**src/core/adcseq_pkg.sv**
```systemverilog
// Purpose: constants and state types for the converter sequencer
// Assumes: one system clock; conversion clock select uses 3-bit codes
// Notes on behaviour
// RULE_01: result pair left or right justified
// RULE_02: done flag set after every conversion
// RULE_03: done flag sticks until software clears
// RULE_04: irq only when flag and enable set
// RULE_05: enabled irq wakes sleeping device
// RULE_06: go starts conversion only while on
// RULE_07: software sets go after turning on
// RULE_08: finish clears go, sets flag, loads result
// RULE_09: software abort loads partial, fills lower bits
// RULE_10: reset clears everything, aborts conversion
// RULE_11: sleep needs rc clock; rc adds instruction delay
// RULE_12: sleep, irq off: power down after finish
// RULE_13: sleep without rc clock aborts, powers down
// RULE_14: compare trigger sets go, clears timer one
// RULE_15: trigger user ensures acquisition timing
// RULE_16: software waits acquisition, polls or interrupts
// RULE_17: 11.5 bit periods, msb first
// RULE_18: clock is fosc/2..64 or rc oscillator
// RULE_19: channel select; off disconnects multiplexer
// RULE_20: go while off does nothing
package adcseq_pkg;
  localparam int unsigned RES_W        = 10;
  localparam logic [3:0]  BIT_CNT      = 4'hA;
  localparam logic [4:0]  HALF_TADS    = 5'h17; // 11.5 bit periods
  localparam logic [4:0]  FIRST_BIT_PH = 5'h04; // end of second period
  localparam logic [2:0]  INSTR_CLKS   = 3'h4;  // one instruction cycle
  localparam logic [1:0]  SEL_FRC      = 2'h3;  // low select bits for rc
  localparam logic [9:0]  TRIAL_MSB    = 10'h200;
  localparam logic [5:0]  PAD_ZERO     = 6'h00;
  localparam logic [5:0]  DIV_ONE      = 6'h01;

  typedef enum logic [1:0] {ST_IDLE, ST_DELAY, ST_CONV} adcseq_st_t;

  typedef struct packed {
    adcseq_st_t  st;
    logic        go;
    logic        flag;
    logic        pd;
    logic        hold_open;
    logic        t1clr;
    logic [2:0]  dly;
    logic [4:0]  ph;
    logic [3:0]  left;
    logic [9:0]  sar;
    logic [9:0]  trial;
    logic [7:0]  hi;
    logic [7:0]  lo;
    logic [4:0]  chan;
    logic        c1;
    logic        c2;
  } adcseq_state_t;

  typedef struct packed {
    logic        f1;
    logic        f2;
    logic        f3;
    logic [4:0]  cnt;
    logic        tick;
  } adcseq_tad_st_t;
endpackage : adcseq_pkg

```
**src/core/adcseq_tad_if.sv**
```systemverilog
// Purpose: link between sequencer and bit-period generator
// Assumes: all signals on clk_sys
// Notes: half_tick marks half a bit period
`timescale 1ns/1ps
`default_nettype none
interface adcseq_tad_if;
  logic       run;
  logic [2:0] sel;
  logic       half_tick;
  modport gen (input run, input sel, output half_tick);
  modport seq (output run, output sel, input half_tick);
endinterface : adcseq_tad_if
`default_nettype wire

```
**src/core/adcseq_tad.sv**
```systemverilog
// Purpose: half bit-period ticks from divided clock or rc oscillator
// Assumes: rc oscillator slower than a quarter of clk_sys
// Notes: both rc edges count, so one rc period is one bit period
`timescale 1ns/1ps
`default_nettype none
module adcseq_tad (
  input wire logic     clk_sys,
  input wire logic     arst_n,
  input wire logic     frc_osc,
  adcseq_tad_if.gen    tad
);
  import adcseq_pkg::*;

  adcseq_tad_st_t q;
  adcseq_tad_st_t n;
  logic [2:0]     expo;
  logic [4:0]     lim;

  ////////////////////////////////////////////////////////////////////////////
  // select code maps to divide exponent: 000,100,001,101,010,110
  assign expo = {tad.sel[1:0], tad.sel[2]};
  assign lim  = 5'((DIV_ONE << expo) - DIV_ONE);

  // divider restarts with each conversion so the first period is whole
  always_comb begin
    n      = q;
    n.f1   = frc_osc;
    n.f2   = q.f1;
    n.f3   = q.f2;
    n.tick = 1'b0;
    if (!tad.run) begin
      n.cnt = '0;
    end else if (tad.sel[1:0] == SEL_FRC) begin
      n.tick = q.f2 ^ q.f3; // RULE_18
    end else if (q.cnt == lim) begin
      n.cnt  = '0;
      n.tick = 1'b1; // RULE_18
    end else begin
      n.cnt = q.cnt + 5'h01;
    end
  end

  always_ff @(posedge clk_sys or negedge arst_n) begin
    if (!arst_n) begin
      q <= '0;
    end else begin
      q <= n;
    end
  end

  assign tad.half_tick = q.tick;
endmodule : adcseq_tad
`default_nettype wire

```
**src/core/adcseq_top.sv**
```systemverilog
// Purpose: successive-approximation converter control and sequencing
// Assumes: software strobes are one-cycle pulses on clk_sys
// Notes: comparator and rc oscillator are asynchronous and synchronised
`timescale 1ns/1ps
`default_nettype none
module adcseq_top (
  input  wire logic       clk_sys,
  input  wire logic       arst_n,
  input  wire logic       frc_osc,
  input  wire logic       comparator_high,
  input  wire logic       converter_on,
  input  wire logic       go_write_set,
  input  wire logic       go_write_clear,
  input  wire logic [2:0] conversion_clock_select,
  input  wire logic       result_justify_select,
  input  wire logic [4:0] input_channel_select,
  input  wire logic       conversion_irq_enable,
  input  wire logic       flag_clear,
  input  wire logic       device_sleep,
  input  wire logic       special_event_trigger,
  output logic            go_busy,
  output logic            conversion_done_flag,
  output logic            converter_irq,
  output logic            wake_request,
  output logic [7:0]      result_high_byte,
  output logic [7:0]      result_low_byte,
  output logic [9:0]      sar_trial_code,
  output logic            hold_connected,
  output logic [4:0]      mux_channel,
  output logic            mux_connected,
  output logic            converter_powered,
  output logic            timer_one_clear
);
  import adcseq_pkg::*;

  adcseq_state_t q;
  adcseq_state_t n;
  logic          frc_sel;
  logic          sleep_kill;
  logic          start_req;
  logic          done_evt;

  adcseq_tad_if  tad_if ();

  ////////////////////////////////////////////////////////////////////////////
  // helpers

  // not-yet-converted bits copy the last decided bit
  function automatic logic [9:0] adcseq_fill(input logic [9:0] v,
                                             input logic [3:0] left);
    logic [9:0] r;
    logic       last;
    r    = v;
    last = (left < BIT_CNT) ? v[left] : 1'b0;
    for (int i = 0; i < RES_W; i++) begin
      if (4'(i) < left) begin
        r[i] = last; // RULE_09
      end
    end
    return r;
  endfunction : adcseq_fill

  // format is taken at load time, later select changes do not reformat
  function automatic logic [15:0] adcseq_pack(input logic [9:0] v,
                                              input logic       right);
    return right ? {PAD_ZERO, v} : {v, PAD_ZERO}; // RULE_01
  endfunction : adcseq_pack

  ////////////////////////////////////////////////////////////////////////////
  // bit period generator
  assign tad_if.run = (q.st == ST_CONV);
  assign tad_if.sel = conversion_clock_select;

  adcseq_tad u_tad (
    .clk_sys (clk_sys),
    .arst_n  (arst_n),
    .frc_osc (frc_osc),
    .tad     (tad_if.gen)
  );

  ////////////////////////////////////////////////////////////////////////////
  // start qualification
  assign frc_sel    = (conversion_clock_select[1:0] == SEL_FRC);
  assign sleep_kill = device_sleep & ~frc_sel; // RULE_11 RULE_13
  // a go while off or in non-rc sleep is dropped outright
  assign start_req  = (go_write_set | special_event_trigger) & converter_on
                    & ~sleep_kill; // RULE_06 RULE_14 RULE_20

  // next state
  always_comb begin
    n        = q;
    done_evt = 1'b0;
    n.c1     = comparator_high;
    n.c2     = q.c1;
    n.t1clr  = special_event_trigger; // RULE_14
    n.chan   = input_channel_select; // RULE_19
    if (!device_sleep || !converter_on) begin
      n.pd = 1'b0;
    end
    unique case (q.st)
      ST_IDLE: begin
        if (start_req) begin
          n.go   = 1'b1; // RULE_06 RULE_14
          n.st   = frc_sel ? ST_DELAY : ST_CONV; // RULE_11
          n.dly  = '0;
          n.ph   = '0;
          n.sar  = '0;
          n.left = BIT_CNT;
        end
      end
      ST_DELAY, ST_CONV: begin
        if (!converter_on) begin
          n.go = 1'b0;
          n.st = ST_IDLE;
        end else if (sleep_kill) begin
          n.go = 1'b0; // RULE_13
          n.st = ST_IDLE;
          n.pd = 1'b1; // RULE_13
        end else if (go_write_clear) begin
          n.go = 1'b0;
          n.st = ST_IDLE;
          {n.hi, n.lo} = adcseq_pack(adcseq_fill(q.sar, q.left),
                                     result_justify_select); // RULE_09
        end else if (q.st == ST_DELAY) begin
          if (q.dly == INSTR_CLKS - 3'h1) begin
            n.st = ST_CONV; // RULE_11
          end else begin
            n.dly = q.dly + 3'h1;
          end
        end else if (tad_if.half_tick) begin
          n.ph = q.ph + 5'h01;
          // one bit decided at the end of each period from the second on, msb first
          if (n.ph >= FIRST_BIT_PH && !n.ph[0] && q.left != 4'h0) begin
            n.sar[q.left - 4'h1] = q.c2; // RULE_17
            n.left = q.left - 4'h1; // RULE_17
          end
          if (n.ph == HALF_TADS) begin
            done_evt = 1'b1; // RULE_02 RULE_17
            n.go     = 1'b0; // RULE_08
            n.st     = ST_IDLE;
            {n.hi, n.lo} = adcseq_pack(q.sar, result_justify_select); // RULE_08
            n.pd     = device_sleep & ~conversion_irq_enable; // RULE_12
          end
        end
      end
      default: begin
        n.st = ST_IDLE;
      end
    endcase
    // set beats a simultaneous software clear
    n.flag      = (q.flag & ~flag_clear) | done_evt; // RULE_02 RULE_03
    n.hold_open = (n.st == ST_CONV);
    n.trial     = n.sar | (TRIAL_MSB >> (BIT_CNT - n.left)); // RULE_17
  end

  // reset clears all sequencer state and abandons any conversion; power still follows the on input
  always_ff @(posedge clk_sys or negedge arst_n) begin
    if (!arst_n) begin
      q <= '0; // RULE_10
    end else begin
      q <= n;
    end
  end

  ////////////////////////////////////////////////////////////////////////////
  // outputs
  assign go_busy              = q.go;
  assign conversion_done_flag = q.flag;
  assign converter_irq        = q.flag & conversion_irq_enable; // RULE_04
  assign wake_request         = device_sleep & converter_irq; // RULE_05
  assign result_high_byte     = q.hi;
  assign result_low_byte      = q.lo;
  assign sar_trial_code       = q.trial;
  assign hold_connected       = ~q.hold_open;
  assign mux_channel          = q.chan;
  // power gate keeps the on bit untouched, as software still sees it set
  assign converter_powered    = converter_on & ~q.pd; // RULE_12 RULE_13
  assign mux_connected        = converter_powered; // RULE_19
  assign timer_one_clear      = q.t1clr;
endmodule : adcseq_top
`default_nettype wire

```
**config.mk**
```make
export PLATFORM = sky130hd
export DESIGN_NAME = adcseq_top
export DESIGN_NICKNAME = d
export VERILOG_FILES = /design/src/core/adcseq_pkg.sv /design/src/core/adcseq_tad_if.sv /design/src/core/adcseq_tad.sv /design/src/core/adcseq_top.sv
export SDC_FILE = /design/constraint.sdc
export NUM_CORES = 1
export LEC_CHECK = 0
export ABC_AREA = 1
export BUFFER_PORTS_ARGS = -buffer_cell sky130_fd_sc_hd__buf_2
export CAP_MARGIN = 20
export CELL_PAD_IN_SITES_DETAIL_PLACEMENT = 1
export CELL_PAD_IN_SITES_GLOBAL_PLACEMENT = 2
export CORE_MARGIN = 2
export CORE_UTILIZATION = 36
export CTS_CLUSTER_SIZE = 10
export DETAILED_ROUTE_END_ITERATION = 7
export GPL_TIMING_DRIVEN = 1
export PLACE_DENSITY = 0.91
export SLEW_MARGIN = 20
export SYNTH_ARGS = -nofsm -noshare
export SYNTH_HDL_FRONTEND = slang
export SYNTH_SLANG_ARGS = --single-unit
```
**constraint.sdc**
```tcl
create_clock -name clk_sys -period 4.05 [get_ports clk_sys]
set_clock_uncertainty 0.1 [all_clocks]
set_input_delay 0.81 -clock clk_sys [delete_from_list [all_inputs] [get_ports clk_sys]]
set_output_delay 0.81 -clock clk_sys [all_outputs]
set_load 0.1 [all_outputs]
```
Word-level counts from Yosys, hierarchy flattened
Index checks and enable logic that the tools add are counted.
{ "totals": {"input_bits": 20, "reg_bits": 71, "output_inout_bits": 39, "word_cells": 164} }
{ "op_classes": {"shift": 2, "addsub": 6, "n_eq_ne": 20, "mux": 65, "reduce_logical": 17, "n_lt_le_gt_ge": 15, "bitwise_logic": 18} }
{ "op_table": {"columns": ["operator", "n"], "rows": [
  ["16-bit 2-to-1 mux", 6],
  ["22-bit 2-to-1 mux", 4],
  ["22-bit case mux with 2 select lines", 1],
  ["19-bit 2-to-1 mux", 2],
  ["1-bit 2-to-1 mux", 32],
  ["3-bit 2-to-1 mux", 8],
  ["2-bit inequality test (second input constant)", 9],
  ["3-bit by 4-bit < comparator with 1-bit output (first input constant)", 4],
  ["5-bit 2-to-1 mux", 3],
  ["14-bit 2-to-1 mux", 1],
  ["7-bit AND reduction", 2],
  ["5-bit by 1-bit adder with 5-bit output (second input constant)", 2],
  ["10-bit bitwise mux", 1],
  ["4-bit by 5-bit < comparator with 1-bit output (second input constant)", 2],
  ["5-bit inequality test (second input constant)", 2],
  ["10-bit bitwise OR", 1],
  ["10-bit by 4-bit >> shifter with 10-bit output (first input constant)", 1],
  ["1-bit AND", 8],
  ["1-bit by 4-bit < comparator with 1-bit output (first input constant)", 2],
  ["2-bit by 4-bit < comparator with 1-bit output (first input constant)", 2],
  ["4-bit < comparator (first input constant)", 2],
  ["2-bit equality test (second input constant)", 3],
  ["2-bit 2-to-1 mux", 3],
  ["1-bit NOT", 6],
  ["29 further kinds", 36]
]} }

Longest topological paths before layout
{ "depth": {"ltp_word": 16, "mapped_depth": 15, "ltp_nobuf": 14} }

Modules after synthesis
A second synthesis with hierarchy kept.
{ "hier_totals": {"hier_cells": 587, "area_unflattened_um2": 4411.7} }
{ "by_module_without_submodules": {"columns": ["mod", "cells_each", "area_per_inst_um2", "seq_area_each_um2", "n_inst"], "rows": [
  ["adcseq_top", 511, 3863.7, 1551.5, 1],
  ["adcseq_tad", 76, 548.0, 225.2, 1]
]} }

Least setup slack after synthesis
Ideal clock, no wire load.
{ "synth_timing": {"path_type": "input to output", "from": "input converter_on", "to": "output mux_connected", "arrival_time_ps": 2673, "required_time_ps": 3140, "n_path_buf": 1, "path_slack_ps": 467, "path_stages": 3, "path_cell_list": "inv_1 nor2_1 buf_4"} }
{ "synth_via": {"elab_chain_cells": 1} }
{ "synth_rtl": {"columns": ["element", "line_no", "rtl"], "rows": [
  ["start, declared", "adcseq_top.sv:11", "input wire logic converter_on,"],
  ["1-bit AND", "adcseq_top.sv:177", "assign converter_powered = converter_on & ~q.pd;"],
  ["end, declared", "adcseq_top.sv:30", "output logic mux_connected,"]
]} }
Every way passes these cells.

==> results.tsv <==
stage	metric	value	unit
sta	worst_slew_pin_slew	916	ps
yosys	syn_inst	568	
floorplanning	start_util	0.366	
worst_hold_path	worstHoldStart	u_tad.n[7]	
final_layout	drive_above_1_share	0.172	
flow_run	cap_violations	0	
final_layout	area_growth	10.1	%
sta	slew_viol_final	0	
setup_path	cp_cell_sequence	inv_1, ha_1, nand2_1, nand2_1, nor2_4, nand2_4, nand2_1, nand3_1, nand2_2, nand2_2, nor2_1, nand3_1, nand2_1	
floorplanning	dieArea	12900	µm²
status	status	finished, final reports clean	
drt	routedWlPerCell	15.3	µm
setup_path	arrival	2800	ps
floorplanning	io_pins	59	
sta	fin_crit	2630	ps
power_and_ir_drop	irDropWorstVdd	0.000262	V
final_layout	layout.nets	630	
clock_network	cts_tree	done	
sta	hold-worst-slack	247	ps
yosys	ys_seq_area_frac	0.410	
placement	gp_congestion	0.827	
clock_network	cts_buffers	9	
power_and_ir_drop	total_power	3.60	mW
setup_path	cpMaxStageDelayCell	dfrtp_1	
floorplanning	placeableCoreArea	11900	µm²
clock_network	clk_pin_slew	60	ps
grt	grt_max_degree	72	
final_layout	diodes	0	
drt	drt-total-wl	11.4	mm
sta	rsz0062_at_grt	false	
grt	grt_pass1_vias	3806	
setup_path	critical-path-top-delay-family	simple AND/OR/NAND/NOR gates	
final_layout	final.fill_count	1498	
yosys	yosysWarnings	0	
setup_path	endpoint_kind	flip-flop	
grt	overflow	0	
floorplanning	dieHeight	114	µm
yosys	synth.distinct_cells	37	
final_layout	regArea	1780	µm²
clock_network	clkLatencyLatePin	350	ps
clock_network	cts_root_buf	clkbuf_16	
sta	slew_headroom	0.390	
drt	maxUsedRoutingLayer	met4	
setup_path	cp_max_fo	13	
sta	final-hold-violation-count	0	
drt	ant_nets	0	
yosys	synth.top_cell.area_share	0.410	
placement	io_buffers	58	
yosys	avgSynthCellArea	7.63	µm²
setup_path	path_buf_inv	1	
grt	grt_pass1_wl	19.1	mm
setup_path	cp-startpoint	q[43]	
yosys	dominantRegCellSynth	dfrtp_1	
clock_network	htreeDepth	3	
setup_path	required	4230	ps
setup_path	r2r-start	q[43]	
drt	firstDrtPassIters	4	
sta	fin_crit_sh	0.649	
yosys	yosysTopAreaCell	dfrtp_1	
floorplanning	rows	40	
drt	wl_met3	318	µm
yosys	async_flop_share	1.00	
yosys	synth_common_cells	nand2_1, dfrtp_1, inv_1, nand3_1, nor2_1	
sta	tns	0	ps
yosys	synth_fp_nets	603	
sta	setup_viol	0	
final_layout	multi_input_area	1970	µm²
drt	drc	0	
drt	via_count	3724	
clock_network	cts_hold_buf	0	
drt	wl_met1	5.48	mm
clock_network	cts_sinks	71	
worst_hold_path	hold_class	reg2reg	
setup_path	critPathKind	reg2reg	
drt	wl_met2	5.36	mm
drt	drt_iter0_drc	169	
clock_network	cts.path.max_buffers	2	
drt	via_per_inst	5.00	
placement	hpwl	8.62	mm
yosys	synth-seq-cells	71	
grt	antenna_found_initial	0	
setup_path	startpoint_type	flip-flop	
yosys	synth-edff-count	0	
yosys	synthTopCellsByArea	dfrtp_1, nand2_1, nand3_1	
floorplanning	die_w	114	µm
power_and_ir_drop	leakage	2.51	nW
clock_network	post_cts_resized	0	
setup_path	crit_top_cell	nand2_1	
power_and_ir_drop	p_per_area	754	nW/µm²
yosys	yosysMostFrequentCell	nand2_1	
yosys	synth_area	4340	µm²
sta	fmax	0.380	GHz
clock_network	cts_setup_buffers	0	
grt	grt_usage	0.189	
setup_path	crit_path_max_incr_delay	620	ps
-- final cells by class --
cell class / count / share of cell area
multi-input cells: 381 / 0.413
flip-flops and latches: 71 / 0.372
repair buffers: 59 / 0.0629
inverters: 73 / 0.0579
clock buffers: 13 / 0.0545
well taps: 147 / 0.0385
clock inverters: 1 / 0.00105
-- stage by stage --
stage,instances,area (µm²),worst slack (ps),util
6_report,745,4770,1420,0.402
3_5_place_dp,731,4510,1230,0.380
4_1_cts,745,4770,1410,0.402
2_1_floorplan,568,4340,467,-
5_1_grt,745,4770,1100,0.402
3_3_place_gp,731,4510,1320,0.380
-- kinds of logic after synthesis --
family	count (synthesis)	synth area share
and+or+nand+nor	271	0.283
xor gates and xnor gates	9	0.0182
buffers and inverters	116	0.136
DFF	71	0.410
AOI/OAI and AO/OA	86	0.109
adders and majority gates	15	0.0433
-- path summary, 6_finish.rpt --
| check | endpoint | slack [ps] | depth (start not counted) |
|---|---|---|---|
| hold / removal | u_tad.n[6] | 250 | 0 |
| max in group asynchronous | q[57] | 2740 | 1 |
| setup reg to reg | sar_trial_code[6] | 1420 | 13 |
| hold reg to reg | u_tad.n[6] | 250 | 0 |
| setup / recovery | sar_trial_code[6] | 1420 | 13 |
| min in group asynchronous | mux_channel[2] | 460 | 1 |
-- power by group --
part / internal, mW / switching [mW] / leakage, nW
clock network: 0.440 / 0.284 / 0.132
logic: 0.364 / 1.54 / 1.44
registers: 0.851 / 0.120 / 0.942
-- layout by cell type, fill, tap and decap left out --
cell type / count
nand2_1: 143
buf_4: 2
dfrtp_1: 71
a21oi_1: 22
nand3_2: 1
clkbuf_1: 2
o21ai_2: 2
inv_2: 3
ha_1: 15
nand4_4: 1
o21ai_0: 37
nor2_2: 2
buf_2: 57
o21bai_1: 2
xor2_1: 6
o31ai_1: 1
nand4_1: 8
nor2_1: 42
clkbuf_16: 9
o22ai_1: 3
nand3_1: 52
nand2_2: 10
clkinv_2: 3
o211ai_1: 5
clkbuf_8: 2
o21ai_1: 10
nor2_4: 5
nor3_1: 2
inv_1: 67
clkinv_1: 1
or2_2: 2
nor3_4: 1
a21oi_2: 1
a21o_1: 2
nand2_4: 2
xnor2_1: 3
o311ai_0: 1
-- sequential cells by signal (all words and copies together), names as in the netlist, 2 cells and up --
name,cells
sar_trial_code,10
result_low_byte,8
q,27
u_tad.q,6
mux_channel,5
u_tad.n,2
result_high_byte,8
-- layer usage --
metal  vias to the layer above  global-route usage
met5                         -                   0
met3                        14              0.0313
li1                       1838                   -
met1                      1815               0.251
met4                         0              0.0772
met2                        57               0.307
(Power assumes the default switching activity.)
